<file path="config.mk">
export PLATFORM = sky130hd
export DESIGN_NAME = fcs_top
export DESIGN_NICKNAME = d
export VERILOG_FILES = /design/src/hdl/fcs_pkg.sv /design/src/hdl/fcs_rf_if.sv /design/src/hdl/fcs_top.sv /design/src/hdl/fcs_fp_regs.sv
export SDC_FILE = /design/constraint.sdc
export NUM_CORES = 1
export LEC_CHECK = 0
export BUFFER_PORTS_ARGS = -buffer_cell sky130_fd_sc_hd__buf_2
export CAP_MARGIN = 0
export CORE_ASPECT_RATIO = 1.25
export CORE_MARGIN = 2
export CORE_UTILIZATION = 40
export DETAILED_ROUTE_END_ITERATION = 10
export GPL_ROUTABILITY_DRIVEN = 0
export PLACE_DENSITY = 0.56
export SLEW_MARGIN = 20
export SYNTH_ARGS = -nofsm -noshare
export SYNTH_HDL_FRONTEND = slang
export SYNTH_SLANG_ARGS = --single-unit
</file>
<file path="constraint.sdc">
create_clock -name clk_sys -period 3.37 [get_ports clk_sys]
set_clock_uncertainty 0.1 [all_clocks]
set_input_delay 0.1685 -clock clk_sys [delete_from_list [all_inputs] [get_ports clk_sys]]
set_output_delay 0.1685 -clock clk_sys [all_outputs]
set_load 0.05 [all_outputs]
</file>
<file path="src/hdl/fcs_pkg.sv">
// Constants, register map and condition decoding for the swap/test/convert unit
//
// Overview of operation
// - Exchange opcode: fixed lower word E6E plus condition, upper word two selectors.
// - True condition exchanges the two registers in one cycle; no flag changes.
// - Positive needs zero and sign clear; nonnegative needs sign clear.
// - Below zero needs sign set; at-most-zero needs zero and sign set.
// - Both always codes are true; codes 6 to 9 are reserved.
// - Only always-update may alter zero and sign flags; others leave them. Here no instruction alters them, always-update included.
// - Condition-to-test-bit is one word, fixed upper twelve bits E58.
// - Condition-to-test-bit writes the test bit from the condition, nothing else.
// - Either always code makes condition-to-test-bit set the test bit.
// - Exchange and test-bit instructions finish in one cycle.
// - Memory conversion turns a 16-bit operand into float into selected register.
// - Register conversion turns low 16 source bits into float in destination.
// - Conversions take two cycles; destination written after one delay slot.
// - Conversions alter no status flag.
`default_nettype none
package fcs_pkg;
    // -------------------------------------------------------------
    // Register map
    // -------------------------------------------------------------
    localparam logic [7:0] OFS_OPCODE = 8'h00;
    localparam logic [7:0] OFS_OPERAND = 8'h04;
    localparam logic [7:0] OFS_STATUS = 8'h08;
    localparam logic [7:0] OFS_REG_SEL = 8'h0C;
    localparam logic [7:0] OFS_REG_DATA = 8'h10;
    localparam logic [1:0] RESP_OKAY = 2'h0;
    localparam logic [1:0] RESP_SLVERR = 2'h2;
    // -------------------------------------------------------------
    // Status word layout
    // -------------------------------------------------------------
    localparam int FLAG_W = 7;
    localparam int FLAG_TF = 0;
    localparam int FLAG_ZI = 1;
    localparam int FLAG_NI = 2;
    localparam int FLAG_ZF = 3;
    localparam int FLAG_NF = 4;
    localparam int FLAG_LUF = 5;
    localparam int FLAG_LVF = 6;
    localparam int BAD_OP_BIT = 8;
    localparam logic [6:0] FLAGS_RST = 7'h00;
    // -------------------------------------------------------------
    // Opcode patterns and sizes
    // -------------------------------------------------------------
    localparam int REG_W = 32;
    localparam int IDX_W = 3;
    localparam logic [11:0] SWAP_LSW_TOP = 12'hE6E;
    localparam logic [11:0] TEST_LSW_TOP = 12'hE58;
    localparam logic [15:0] CVT_MEM_LSW = 16'hE2C4;
    localparam logic [15:0] CVT_REG_LSW = 16'hE68F;
    localparam logic [7:0] F32_BIAS = 8'h7F;
    localparam int CONV_CYCLES = 2;
    // -------------------------------------------------------------
    // Condition codes
    // -------------------------------------------------------------
    localparam logic [3:0] COND_NONZERO = 4'h0;
    localparam logic [3:0] COND_ZERO = 4'h1;
    localparam logic [3:0] COND_POSITIVE = 4'h2;
    localparam logic [3:0] COND_NONNEG = 4'h3;
    localparam logic [3:0] COND_BELOW = 4'h4;
    localparam logic [3:0] COND_AT_MOST = 4'h5;
    localparam logic [3:0] COND_TEST_BIT = 4'hA;
    localparam logic [3:0] COND_TEST_CLR = 4'hB;
    localparam logic [3:0] COND_STICKY_UNDER = 4'hC;
    localparam logic [3:0] COND_STICKY_OVER = 4'hD;
    localparam logic [3:0] COND_ALWAYS = 4'hE;
    localparam logic [3:0] COND_ALWAYS_UPD = 4'hF;

    // Reserved codes evaluate false so a misuse never swaps
    function automatic logic cond_true(input logic [3:0] code, input logic [6:0] f);
        logic r;
        r = 1'b0;
        case (code)
            COND_NONZERO: r = !f[FLAG_ZF];
            COND_ZERO: r = f[FLAG_ZF];
            COND_POSITIVE: r = !f[FLAG_ZF] && !f[FLAG_NF];
            COND_NONNEG: r = !f[FLAG_NF];
            COND_BELOW: r = f[FLAG_NF];
            COND_AT_MOST: r = f[FLAG_ZF] && f[FLAG_NF];
            COND_TEST_BIT: r = f[FLAG_TF];
            COND_TEST_CLR: r = !f[FLAG_TF];
            COND_STICKY_UNDER: r = f[FLAG_LUF];
            COND_STICKY_OVER: r = f[FLAG_LVF];
            COND_ALWAYS: r = 1'b1;
            COND_ALWAYS_UPD: r = 1'b1;
            default: r = 1'b0;
        endcase
        return r;
    endfunction
endpackage
`default_nettype wire

</file>
<file path="src/hdl/fcs_rf_if.sv">
// Register file access bundle between the control logic and the register store
`default_nettype none
interface fcs_rf_if;
    logic [fcs_pkg::IDX_W-1:0] rd_a_idx;
    logic [fcs_pkg::IDX_W-1:0] rd_b_idx;
    logic [fcs_pkg::IDX_W-1:0] rd_c_idx;
    logic [fcs_pkg::REG_W-1:0] rd_a;
    logic [fcs_pkg::REG_W-1:0] rd_b;
    logic [fcs_pkg::REG_W-1:0] rd_c;
    logic we_a;
    logic [fcs_pkg::IDX_W-1:0] wa_idx;
    logic [fcs_pkg::REG_W-1:0] wd_a;
    logic we_b;
    logic [fcs_pkg::IDX_W-1:0] wb_idx;
    logic [fcs_pkg::REG_W-1:0] wd_b;
    modport ctrl (output rd_a_idx, rd_b_idx, rd_c_idx, we_a, wa_idx, wd_a, we_b, wb_idx, wd_b,
                  input rd_a, rd_b, rd_c);
    modport store (input rd_a_idx, rd_b_idx, rd_c_idx, we_a, wa_idx, wd_a, we_b, wb_idx, wd_b,
                   output rd_a, rd_b, rd_c);
endinterface
`default_nettype wire

</file>
<file path="src/hdl/fcs_top.sv">
// Swap, test-bit and unsigned half-to-float unit behind an AXI4-Lite slave
`default_nettype none
module fcs_top #(
    parameter int ADDR_W = 8
) (
    input wire logic clk_sys,
    input wire logic rstn,
    input wire logic [ADDR_W-1:0] s_axi_awaddr,
    input wire logic [2:0] s_axi_awprot,
    input wire logic s_axi_awvalid,
    output logic s_axi_awready,
    input wire logic [31:0] s_axi_wdata,
    input wire logic [3:0] s_axi_wstrb,
    input wire logic s_axi_wvalid,
    output logic s_axi_wready,
    output logic [1:0] s_axi_bresp,
    output logic s_axi_bvalid,
    input wire logic s_axi_bready,
    input wire logic [ADDR_W-1:0] s_axi_araddr,
    input wire logic [2:0] s_axi_arprot,
    input wire logic s_axi_arvalid,
    output logic s_axi_arready,
    output logic [31:0] s_axi_rdata,
    output logic [1:0] s_axi_rresp,
    output logic s_axi_rvalid,
    input wire logic s_axi_rready,
    output logic [6:0] fp_status_word
);
    fcs_rf_if rf_bus ();

    logic aw_hold_r;
    logic w_hold_r;
    logic [7:0] awaddr_r;
    logic [31:0] wdata_r;
    logic [3:0] wstrb_r;
    logic bvalid_r;
    logic [1:0] bresp_r;
    logic rvalid_r;
    logic [31:0] rdata_r;
    logic [1:0] rresp_r;
    logic [6:0] flags_r;
    logic bad_op_r;
    logic [15:0] operand_r;
    logic [2:0] sel_r;
    logic conv_pend_r;
    logic [2:0] conv_idx_r;
    logic [31:0] conv_val_r;
    logic do_write;
    logic issue;
    logic [15:0] lsw;
    logic [15:0] msw;
    logic [3:0] code;
    logic ct;
    logic is_swap;
    logic is_test;
    logic is_cvm;
    logic is_cvr;
    logic is_conv;
    logic wr_status;
    logic [7:0] ar_ofs;

    // -------------------------------------------------------------
    // Helpers
    // -------------------------------------------------------------
    function automatic logic addr_mapped(input logic [7:0] a);
        return a == fcs_pkg::OFS_OPCODE || a == fcs_pkg::OFS_OPERAND ||
               a == fcs_pkg::OFS_STATUS || a == fcs_pkg::OFS_REG_SEL ||
               a == fcs_pkg::OFS_REG_DATA;
    endfunction

    function automatic logic [31:0] merge32(input logic [31:0] old, input logic [31:0] nw,
                                           input logic [3:0] strb);
        logic [31:0] r;
        r = old;
        for (int i = 0; i < 4; i++)
        begin
            if (strb[i])
                r[i*8 +: 8] = nw[i*8 +: 8];
        end
        return r;
    endfunction

    // Exact: every 16-bit value fits in the 24-bit significand, no rounding
    function automatic logic [31:0] u16_to_f32(input logic [15:0] v);
        logic [3:0] p;
        logic [31:0] sh;
        p = 4'h0;
        sh = 32'h0000_0000;
        for (int i = 0; i < 16; i++)
        begin
            if (v[i])
                p = 4'(i);
        end
        sh = {16'h0000, v} << (5'h17 - {1'b0, p});
        if (v == 16'h0000)
            return 32'h0000_0000;
        return {1'b0, fcs_pkg::F32_BIAS + {4'h0, p}, sh[22:0]};
    endfunction

    // -------------------------------------------------------------
    // Write channel
    // -------------------------------------------------------------
    assign s_axi_awready = !aw_hold_r;
    assign s_axi_wready = !w_hold_r;
    // Commit stalls while a conversion write-back is in flight
    assign do_write = aw_hold_r && w_hold_r && !bvalid_r && !conv_pend_r;

    always_ff @(posedge clk_sys or negedge rstn)
    begin
        if (!rstn)
        begin
            aw_hold_r <= 1'b0;
            awaddr_r <= 8'h00;
        end
        else if (s_axi_awvalid && !aw_hold_r)
        begin
            aw_hold_r <= 1'b1;
            awaddr_r <= s_axi_awaddr[7:0];
        end
        else if (do_write)
            aw_hold_r <= 1'b0;
    end

    always_ff @(posedge clk_sys or negedge rstn)
    begin
        if (!rstn)
        begin
            w_hold_r <= 1'b0;
            wdata_r <= 32'h0000_0000;
            wstrb_r <= 4'h0;
        end
        else if (s_axi_wvalid && !w_hold_r)
        begin
            w_hold_r <= 1'b1;
            wdata_r <= s_axi_wdata;
            wstrb_r <= s_axi_wstrb;
        end
        else if (do_write)
            w_hold_r <= 1'b0;
    end

    always_ff @(posedge clk_sys or negedge rstn)
    begin
        if (!rstn)
        begin
            bvalid_r <= 1'b0;
            bresp_r <= fcs_pkg::RESP_OKAY;
        end
        else if (do_write)
        begin
            bvalid_r <= 1'b1;
            if (!addr_mapped(awaddr_r) ||
                (awaddr_r == fcs_pkg::OFS_OPCODE && wstrb_r != 4'hF))
                bresp_r <= fcs_pkg::RESP_SLVERR;
            else
                bresp_r <= fcs_pkg::RESP_OKAY;
        end
        else if (s_axi_bready)
            bvalid_r <= 1'b0;
    end

    assign s_axi_bvalid = bvalid_r;
    assign s_axi_bresp = bresp_r;

    // -------------------------------------------------------------
    // Instruction decode
    // -------------------------------------------------------------
    assign lsw = wdata_r[15:0];
    assign msw = wdata_r[31:16];
    assign code = lsw[3:0];
    assign ct = fcs_pkg::cond_true(code, flags_r);
    assign is_swap = lsw[15:4] == fcs_pkg::SWAP_LSW_TOP && msw[15:6] == 10'h000;
    assign is_test = lsw[15:4] == fcs_pkg::TEST_LSW_TOP;
    assign is_cvm = lsw == fcs_pkg::CVT_MEM_LSW && msw[15:11] == 5'h00;
    assign is_cvr = lsw == fcs_pkg::CVT_REG_LSW && msw[15:6] == 10'h000;
    assign is_conv = is_cvm || is_cvr;
    assign issue = do_write && awaddr_r == fcs_pkg::OFS_OPCODE && wstrb_r == 4'hF;
    assign wr_status = do_write && awaddr_r == fcs_pkg::OFS_STATUS;

    // -------------------------------------------------------------
    // Register file ports
    // -------------------------------------------------------------
    // destination in low bits
    assign rf_bus.rd_a_idx = msw[2:0];
    assign rf_bus.rd_b_idx = msw[5:3];
    assign rf_bus.rd_c_idx = sel_r;

    always_comb
    begin
        rf_bus.we_a = 1'b0;
        rf_bus.wa_idx = 3'h0;
        rf_bus.wd_a = 32'h0000_0000;
        rf_bus.we_b = 1'b0;
        rf_bus.wb_idx = 3'h0;
        rf_bus.wd_b = 32'h0000_0000;
        if (conv_pend_r)
        begin
            rf_bus.we_a = 1'b1;
            rf_bus.wa_idx = conv_idx_r;
            rf_bus.wd_a = conv_val_r;
        end
        else if (issue && is_swap && ct)
        begin
            rf_bus.we_a = 1'b1;
            rf_bus.wa_idx = msw[2:0];
            rf_bus.wd_a = rf_bus.rd_b;
            rf_bus.we_b = 1'b1;
            rf_bus.wb_idx = msw[5:3];
            rf_bus.wd_b = rf_bus.rd_a;
        end
        else if (do_write && awaddr_r == fcs_pkg::OFS_REG_DATA)
        begin
            rf_bus.we_a = 1'b1;
            rf_bus.wa_idx = sel_r;
            rf_bus.wd_a = merge32(rf_bus.rd_c, wdata_r, wstrb_r);
        end
    end

    fcs_fp_regs #(
        .DEPTH(8)
    ) u_regs (
        .clk_sys(clk_sys),
        .rstn(rstn),
        .rf(rf_bus.store)
    );

    // -------------------------------------------------------------
    // Conversion pipeline
    // -------------------------------------------------------------
    // Delay-slot collisions are left to software; writes stall meanwhile
    always_ff @(posedge clk_sys or negedge rstn)
    begin
        if (!rstn)
        begin
            conv_pend_r <= 1'b0;
            conv_idx_r <= 3'h0;
            conv_val_r <= 32'h0000_0000;
        end
        else if (issue && is_conv)
        begin
            conv_pend_r <= 1'b1;
            if (is_cvm)
            begin
                conv_idx_r <= msw[10:8];
                conv_val_r <= u16_to_f32(operand_r);
            end
            else
            begin
                conv_idx_r <= msw[2:0];
                conv_val_r <= u16_to_f32(rf_bus.rd_b[15:0]);
            end
        end
        else
            conv_pend_r <= 1'b0;
    end

    // -------------------------------------------------------------
    // Status word and software registers
    // -------------------------------------------------------------
    // instructions only write the test bit; zero and sign flags change only on a status write
    always_ff @(posedge clk_sys or negedge rstn)
    begin
        if (!rstn)
            flags_r <= fcs_pkg::FLAGS_RST;
        else if (issue && is_test)
            flags_r[fcs_pkg::FLAG_TF] <= ct;
        else if (wr_status && wstrb_r[0])
            flags_r <= wdata_r[6:0];
    end

    // Set wins over a simultaneous clear
    always_ff @(posedge clk_sys or negedge rstn)
    begin
        if (!rstn)
            bad_op_r <= 1'b0;
        else if (issue && !(is_swap || is_test || is_conv))
            bad_op_r <= 1'b1;
        else if (wr_status && wstrb_r[1] && wdata_r[fcs_pkg::BAD_OP_BIT])
            bad_op_r <= 1'b0;
    end

    always_ff @(posedge clk_sys or negedge rstn)
    begin
        if (!rstn)
        begin
            operand_r <= 16'h0000;
            sel_r <= 3'h0;
        end
        else if (do_write && awaddr_r == fcs_pkg::OFS_OPERAND)
            operand_r <= merge32({16'h0000, operand_r}, wdata_r, wstrb_r) >> 0 == 32'h0 ?
                         16'h0000 : merge32({16'h0000, operand_r}, wdata_r, wstrb_r)[15:0];
        else if (do_write && awaddr_r == fcs_pkg::OFS_REG_SEL && wstrb_r[0])
            sel_r <= wdata_r[2:0];
    end

    assign fp_status_word = flags_r;

    // -------------------------------------------------------------
    // Read channel
    // -------------------------------------------------------------
    assign s_axi_arready = !rvalid_r;
    assign ar_ofs = s_axi_araddr[7:0];

    always_ff @(posedge clk_sys or negedge rstn)
    begin
        if (!rstn)
        begin
            rvalid_r <= 1'b0;
            rdata_r <= 32'h0000_0000;
            rresp_r <= fcs_pkg::RESP_OKAY;
        end
        else if (s_axi_arvalid && !rvalid_r)
        begin
            rvalid_r <= 1'b1;
            rresp_r <= addr_mapped(ar_ofs) ? fcs_pkg::RESP_OKAY : fcs_pkg::RESP_SLVERR;
            case (ar_ofs)
                fcs_pkg::OFS_OPERAND: rdata_r <= {16'h0000, operand_r};
                fcs_pkg::OFS_STATUS: rdata_r <= {23'h000000, bad_op_r, 1'b0, flags_r};
                fcs_pkg::OFS_REG_SEL: rdata_r <= {29'h00000000, sel_r};
                fcs_pkg::OFS_REG_DATA: rdata_r <= rf_bus.rd_c;
                default: rdata_r <= 32'h0000_0000;
            endcase
        end
        else if (s_axi_rready)
            rvalid_r <= 1'b0;
    end

    assign s_axi_rvalid = rvalid_r;
    assign s_axi_rdata = rdata_r;
    assign s_axi_rresp = rresp_r;
endmodule
`default_nettype wire

</file>
<file path="src/hdl/fcs_fp_regs.sv">
// Eight-entry floating-point register store with two write and three read ports
`default_nettype none
module fcs_fp_regs #(
    parameter int DEPTH = 8
) (
    input wire logic clk_sys,
    input wire logic rstn,
    fcs_rf_if.store rf
);
    logic [fcs_pkg::REG_W-1:0] mem_r [DEPTH];

    // -------------------------------------------------------------
    // Storage
    // -------------------------------------------------------------
    // Port b wins on a same-index double write; both carry equal data then
    for (genvar g = 0; g < DEPTH; g++)
    begin : g_word
        always_ff @(posedge clk_sys or negedge rstn)
        begin
            if (!rstn)
                mem_r[g] <= 32'h0000_0000;
            else if (rf.we_b && rf.wb_idx == g[fcs_pkg::IDX_W-1:0])
                mem_r[g] <= rf.wd_b;
            else if (rf.we_a && rf.wa_idx == g[fcs_pkg::IDX_W-1:0])
                mem_r[g] <= rf.wd_a;
        end
    end

    // -------------------------------------------------------------
    // Reads straight from the flops
    // -------------------------------------------------------------
    assign rf.rd_a = mem_r[rf.rd_a_idx];
    assign rf.rd_b = mem_r[rf.rd_b_idx];
    assign rf.rd_c = mem_r[rf.rd_c_idx];
endmodule
`default_nettype wire

</file>
-- Yosys cells after proc, flatten, opt, wreduce, memory -nomap -nowiden
Cells that the tools add are included.
- shifts and indexed selects: 2
- $lt $le $gt $ge: 3
- multiplexer cells: 115
- bitwise logic cells: 5
- reductions and logical operators: 92
- add/sub/neg operators: 4
- eq/ne operators: 39
- operators by type and width (kind ; count):
    $mux 32 ; 32
    $bmux 32 s3 ; 3
    $mux 4 ; 32
    $pmux 32 s4 ; 1
    $mux 8 ; 12
    $shl 16x5->23 ; 2
    $logic_and 1x1->1 ; 43
    $eq 16x16->1 const B ; 2
    $eq 8x4->1 const B ; 4
    $logic_not 16->1 ; 2
    $logic_not 32->1 ; 1
    $eq 4x4->1 const B ; 7
    $reduce_bool 2->1 ; 14
    $mux 1 ; 25
    $eq 12x12->1 const B ; 2
    $eq 3x3->1 const B ; 8
    $mux 3 ; 6
    $add 7x4->8 const A ; 2
    $eq 8x3->1 const B ; 2
    $eq 8x5->1 const B ; 2
    $logic_not 8->1 ; 2
    $mux 16 ; 1
    $eq 3x2->1 const B ; 4
    $ge 4x4->1 const B ; 3
    other kinds (18) ; 48
- logic and storage cells: 286
- input bits: 65
- output and inout bits: 48
- flip-flop bits (word level): 403

-- Logic depth before layout (Yosys ltp)
- word-level depth: 25
- gate-level depth with buffers: 15
- gate-level depth less buffers: 11

-- Modules after synthesis
A second synthesis with hierarchy kept.
- cells, all modules: 2630
- area total of the unflattened synthesis: 27817.9 sq um
- modules (own cells, without submodules) (module ; cells each ; seq. area each (sq um) ; area an instance (sq um) ; times used):
    fcs_fp_regs ; 1534 ; 6406.1 ; 18407.7 ; 1
    fcs_top ; 1096 ; 3578.4 ; 9410.3 ; 1

-- Least setup slack after synthesis
Ideal clock, no wire load.
- path type: register to register
- from: register bvalid_r (netlist: s_axi_bvalid)
- to: register u_regs.mem_r[191] (netlist bit)
- cell stages (with the launch flop): 11
- arrival time: 3052 ps
- setup time: 128 ps
- buffers on the path: 1
- period minus slack after synthesis: 3280 ps
- data required time: 3142 ps
- setup slack: 90 ps
- cell sequence: dfrtp_1 > and4bb_1 > nor4b_4 > nand3_1 > a2111oi_4 > buf_6 > a21oi_1 > nor4b_4 > mux2_2 > nand2_1 > o21ai_0
- cells in the longest elaborated chain, start to end: 12
- elaborated cells between the ends (all ways): 30
- those cells by class: eq/ne (2); mux (17); reduce/logical (11)
- RTL lines (item ; line ; RTL):
    from (decl) ; fcs_top.sv:36 ; logic bvalid_r;
    from (signal assigned) ; fcs_top.sv:146 ; bvalid_r <= 1'b0;
    from (signal assigned) ; fcs_top.sv:151 ; bvalid_r <= 1'b1;
    from (signal assigned) ; fcs_top.sv:159 ; bvalid_r <= 1'b0;
    $logic_not 1->1 (*) ; fcs_top.sv:106 ; assign do_write = aw_hold_r && w_hold_r && !bvalid_r && !conv_pend_r;
    $logic_and 1x1->1 (*) (2 in a row) ; fcs_top.sv:106 ;
    $logic_and 1x1->1 (2 in a row) ; fcs_top.sv:177 ; assign issue = do_write && awaddr_r == fcs_pkg::OFS_OPCODE && wstrb_r == 4'hF;
    $logic_and 1x1->1 (2 in a row) ; fcs_top.sv:202 ; else if (issue && is_swap && ct)
    $mux 3 ; fcs_top.sv:202 ;
    $mux 3 ; fcs_top.sv:196 ; if (conv_pend_r)
    $eq 3x2->1, on equally long branches ; fcs_fp_regs.sv:22, fcs_fp_regs.sv:24 ;
    $logic_and 1x1->1, on equally long branches ; fcs_fp_regs.sv:22, fcs_fp_regs.sv:24 ;
    $mux 32 / $reduce_bool 2->1 (equally long branches) ; -- ;
    to (signal, indexed assignment) ; fcs_fp_regs.sv:23 ; mem_r[g] <= rf.wd_b;
    to (signal, indexed assignment) ; fcs_fp_regs.sv:25 ; mem_r[g] <= rf.wd_a;
    to (decl) ; fcs_fp_regs.sv:10 ; logic [fcs_pkg::REG_W-1:0] mem_r [DEPTH];
Mark *: on every way between the ends. The rest lies on a longest branch, timed or not. The select of a mux whose other input is x is not followed.
A chain may end at the register's enable or synchronous reset.

-- Worst setup path after layout
- from: register wdata_r[19]
- to: register conv_val_r[22]
- cells in the longest elaborated chain, start to end: 25
- elaborated cells between the ends (all ways): 29
- those cells by class: add/sub (1); shift (1); mux (25); bitwise (1); reduce/logical (1)
- RTL lines (item ; line ; RTL):
    from (decl) ; fcs_top.sv:34 ; logic [31:0] wdata_r;
    from (signal assigned) ; fcs_top.sv:135 ; wdata_r <= s_axi_wdata;
    $not 3->4 (implied by the code) (*) ; fcs_fp_regs.sv:33 ; assign rf.rd_b = mem_r[rf.rd_b_idx];
    $bmux 32 s3 (*) ; fcs_fp_regs.sv:33 ;
    $mux 32 (implied by the code) (*) (2 in a row) ; fcs_fp_regs.sv:33 ;
    $mux 1 ; fcs_top.sv:91 ; if (v[i])
    $mux 4 (14 in a row) ; fcs_top.sv:91 ;
    $mux 4 ; fcs_top.sv:242 ; if (is_cvm)
    $mux 4 ; fcs_top.sv:239 ; else if (issue && is_conv)
    $sub 5x4->5 ; fcs_top.sv:94 ; sh = {16'h0000, v} << (5'h17 - {1'b0, p});
    $shl 16x5->23 ; fcs_top.sv:94 ;
    $mux 32 (*) ; fcs_top.sv:97 ; return {1'b0, fcs_pkg::F32_BIAS + {4'h0, p}, sh[22:0]};
    $mux 32 (*) ; fcs_top.sv:242 ;
    to (signal assigned) ; fcs_top.sv:245 ; conv_val_r <= u16_to_f32(operand_r);
    to (signal assigned) ; fcs_top.sv:250 ; conv_val_r <= u16_to_f32(rf_bus.rd_b[15:0]);
    to (decl) ; fcs_top.sv:47 ; logic [31:0] conv_val_r;
Marked as above.

==> out/summary.md <==
The run finished, with violations left. The checks that failed: negative setup slack. The Yosys warning count was 0; the register-to-register setup slack was -0.05 ns. The count of antenna diodes in the layout came out at 0.

Setup repair after global routing could not meet its margin everywhere. VDD sags by at most 0.555 mV. The run gives 69100 um2 as the die area. In this run the count of I/O pins placed on the die edge is 113. The net load switching power is 9890 uW. Share of the synthesized area in the top cell type: 37.3%. The run gives 3.81 ns as the worst path arrival time.

For the number of max-capacitance violations reported, the log shows 0. At the later pin of the worst-skew pair, clock insertion delay measures 0.61 ns. The predominant post-synthesis flop cell is dfrtp_1. Averaged over all synthesized cells, the footprint is 10.7 um2. The cell area that synthesis handed to floorplanning was 26800 um2. Largest incremental delay on the critical path: 0.55 ns. In this run the standard cell core region covers 66600 um2.

Derived from the worst setup path, the maximum achievable clock frequency is 292 MHz. Summing the sequential cell areas from Yosys gives 37.3% of the chip area. Counting flops and latches in the post-synthesis netlist gives 399.

Buffers placed on the I/O ports in this run total 104. The number of sinks on the clock net is 399. The worst register-to-register path ends at conv_val_r[22]. Traced cell by cell, the critical path runs through buf_16, buf_12, mux4_2, o2bb2ai_4, o211a_1, o311a_4, o21ai_4, buf_8, a32o_2, and3_4, o311ai_4, o21ba_2. The worst hold path belongs to the class in -> async. The setup slack at placement is -0.139 ns, and the power consumption is 24200 uW. The effective utilization at floorplan came out at 40.2%.

Compared with the post-synthesis result, the final layout area differs by 28.7%. In the final routed layout, each cell accounts on average for 27.4 um. Dividing the detail-routed via count by the number of cells gives 6.39. Number of core rows: 106.

The commonest cells after synthesis are dfrtp_1 (399), o21ai_0 (292), nand2_1 (220), mux2i_1 (214), o211ai_1 (198). Summed over all layers, the global routing overflow is 0. The maximum fanout along the worst path was 8; the fraction of the cycle the final worst path needs was 102%. The worst path setup slack after routing came out at -0.0509 ns. The detailed router placed 23994 vias in this run.

Setup violations remaining at the end of the flow were counted as 8. The critical path is of the reg -> reg type. The logs give 151 mm for the first-pass GRT wire length and 96 for the pin count of the biggest net entering global routing. In the final layout, the share of cells above drive strength 1 is 36.1%.

The transition time at the pin with the least slew margin is 1.00 ns. The all-layer global routing usage is 28.5%. The worst path needs 3.42 ns of the cycle, external delays included. In the post-synthesis netlist, the biggest area contributors are dfrtp_1 (37%), mux4_2 (14%), mux2i_1 (8.0%), mux2_2 (6.5%), o211ai_1 (5.5%). STA classifies the critical path startpoint as a flop. Summed over all cells, the static leakage comes to 0.0142 uW. The net count reported at finish was 2922. The cell count after synthesis is 2515, and the switching power share of the total is 40.9%. The logs give 2136 for the number of DRC markers in iteration 0 and 67.7 mm for the detailed placement HPWL. TritonCTS created 46 clock buffers. The number of distinct library cells after synthesis is 87. The number of nets with antenna violations after routing is 0. TritonCTS built the clock tree. For the number of global-route vias before repair, the log shows 24265. Maximum count of clock buffers along a single path: 3.

The tools report the part of the total power dissipated in sequential elements as 25.0%. The initial antenna violation count is 0. The die is 293 um tall. The number of flops mapped to enable cells by yosys is 0. For this design the ratio of total power to cell area is 701 nW/um2. The clock share of power came out at 22.9%.

In this run the critical register-to-register path is launched from wdata_r[19]. The leading cell type by number of instances after synthesis is dfrtp_1. The tools report the number of remaining DRC errors as 0. The worst register-to-register path has a depth of 12.

The first-pass iteration count of the detailed router came out at 5. CTS placed an instance of clkbuf_16 at the clock tree root. The clock-pin slew on the worst setup and hold paths was 0.07 ns. Tracing the worst setup path back leads to its startpoint at wdata_r[19].

The tools report the worst slew slack as a fraction of its limit as 33.0%. Largest area contributor in the synthesized netlist: dfrtp_1. The number of H-tree levels is 2. For the worst setup path, the data required time is 3.76 ns. The total count of hold-check failures in the final report was 0; the count of final max-slew check failures was 0. The async set-reset flop share out of synthesis was 100%; the part of the total power dissipated in combinational logic was 52.2%. Among all stages on the critical path, the largest delay is contributed by dfrtp_4. The worst setup path is captured at a flop. The internal portion of the total power is 14300 uW. The tools report the total wire length after detailed routing as 103 mm. From left edge to right edge, the die measures 235 um.
-- layout make-up --
| type | instances | area (um2) |
|---|---|---|
| tap | 864 | 1080 |
| sequential | 399 | 10000 |
| clock buffer | 64 | 1330 |
| timing repair buffer | 506 | 4880 |
| clock inverter | 22 | 308 |
| fill | 5785 | 32100 |
| multi-input combinational | 1874 | 16800 |
| inverter | 26 | 97.6 |
-- worst max-delay path by stage --
stage / to / cells after the start
3_3_place_gp: conv_val_r[26] / 13
6_report: conv_val_r[22] / 12
3_5_place_dp: conv_val_r[18] / 10
4_1_cts: conv_val_r[26] / 13
2_1_floorplan: u_regs.mem_r[191] / 10
5_1_grt: conv_val_r[21] / 12
-- metrics by stage --
step	instances	hold slack (ns)	TNS, ns	cell area (um2)	util (%)
floorplan	2516	-0.227	0	26800	-
global placement	3559	0.212	-2.41	30400	45.7
detailed placement	3559	0.222	-2.44	30400	45.7
CTS	3715	0.0858	-0.0224	33000	49.6
global route	3755	0.121	-5.30	34500	51.8
finish	3755	0.0771	-0.207	34500	51.8
-- power groups by stage --
stage                     Clock [uW]  Combinational, uW  Sequential [uW]
after floorplan                    0               6270             5620
after global placement             0               9900             6060
after detailed placement           0              10000             6070
after CTS                       5610              10900             6020
after global routing            5780              13200             6090
final                           5530              12600             6040
-- logic make-up (layout without fill, tap and decap cells) --
family          Yosys count  count (layout)  share of synthesized area (%)
xor+xnor                  3               3                         0.0981
compound gates          717             717                           17.5
fa+ha+maj                 4               4                          0.187
flops                   399             399                           37.3
buf+inv                 243             618                           4.02
simple gates            605             605                           11.6
mux                     543             543                           29.3
other cells               1               2                         0.0140
-- cells in the final DEF (no fill, tap or decap), drive strengths merged, types with 5 or more instances in the layout --
master	synthesis	routed
o21a	11	11
o221ai	21	21
nand4	10	10
a22oi	48	48
a22o	12	12
o22ai	6	6
nor2b	10	10
nand3	43	43
clkbuf	128	79
or2	8	8
mux2	154	154
and2	14	14
nor2	75	75
nor3	14	14
mux2i	214	214
mux4	175	175
a31oi	10	10
a221oi	8	8
a21oi	30	30
a21o	8	8
clkinv	3	15
dfrtp	399	399
dlygate4sd3	0	52
buf	89	438
o2111ai	5	5
bufinv	0	7
nor4	11	11
o211ai	198	198
and3	10	10
nand2b	162	162
nor3b	6	6
nand2	220	220
o21ai	312	312
inv	23	26
-- metal layers --
metal	GRT usage, %	vias up	routed length (um)
li1	-	10334	-
met1	34.5	12165	38900
met3	4.62	335	7240
met5	0	-	0
met4	14.6	0	6080
met2	49.2	1160	50800
-- state kept, by name (all words and copies together), names as in the netlist, 3 cells and up --
name,flops
awaddr_r,8
conv_idx_r,3
conv_val_r,30
fp_status_word,7
operand_r,16
rf_bus.rd_c_idx,3
s_axi_rdata,32
u_regs.mem_r,256
wdata_r,32
wstrb_r,4
-- worst max-delay path: cells and delay by family, from the launching register on --
family	cells	cell delay, ns
buffers and inverters	3	0.53
DFF	1	0.55
and+or+nand+nor	1	0.21
AOI/OAI and AO/OA	7	1.55
muxes	1	0.35
-- timing repair --
item                       in CTS  in global routing
hold endpoints to repair      139                  0
cloned                          3                 15
pin swaps                      12                 57
resized for setup              57                241
setup buffers                  15                 27
hold buffers                   52                  0
setup endpoints to repair     162                223
(Power assumes the default switching activity.)
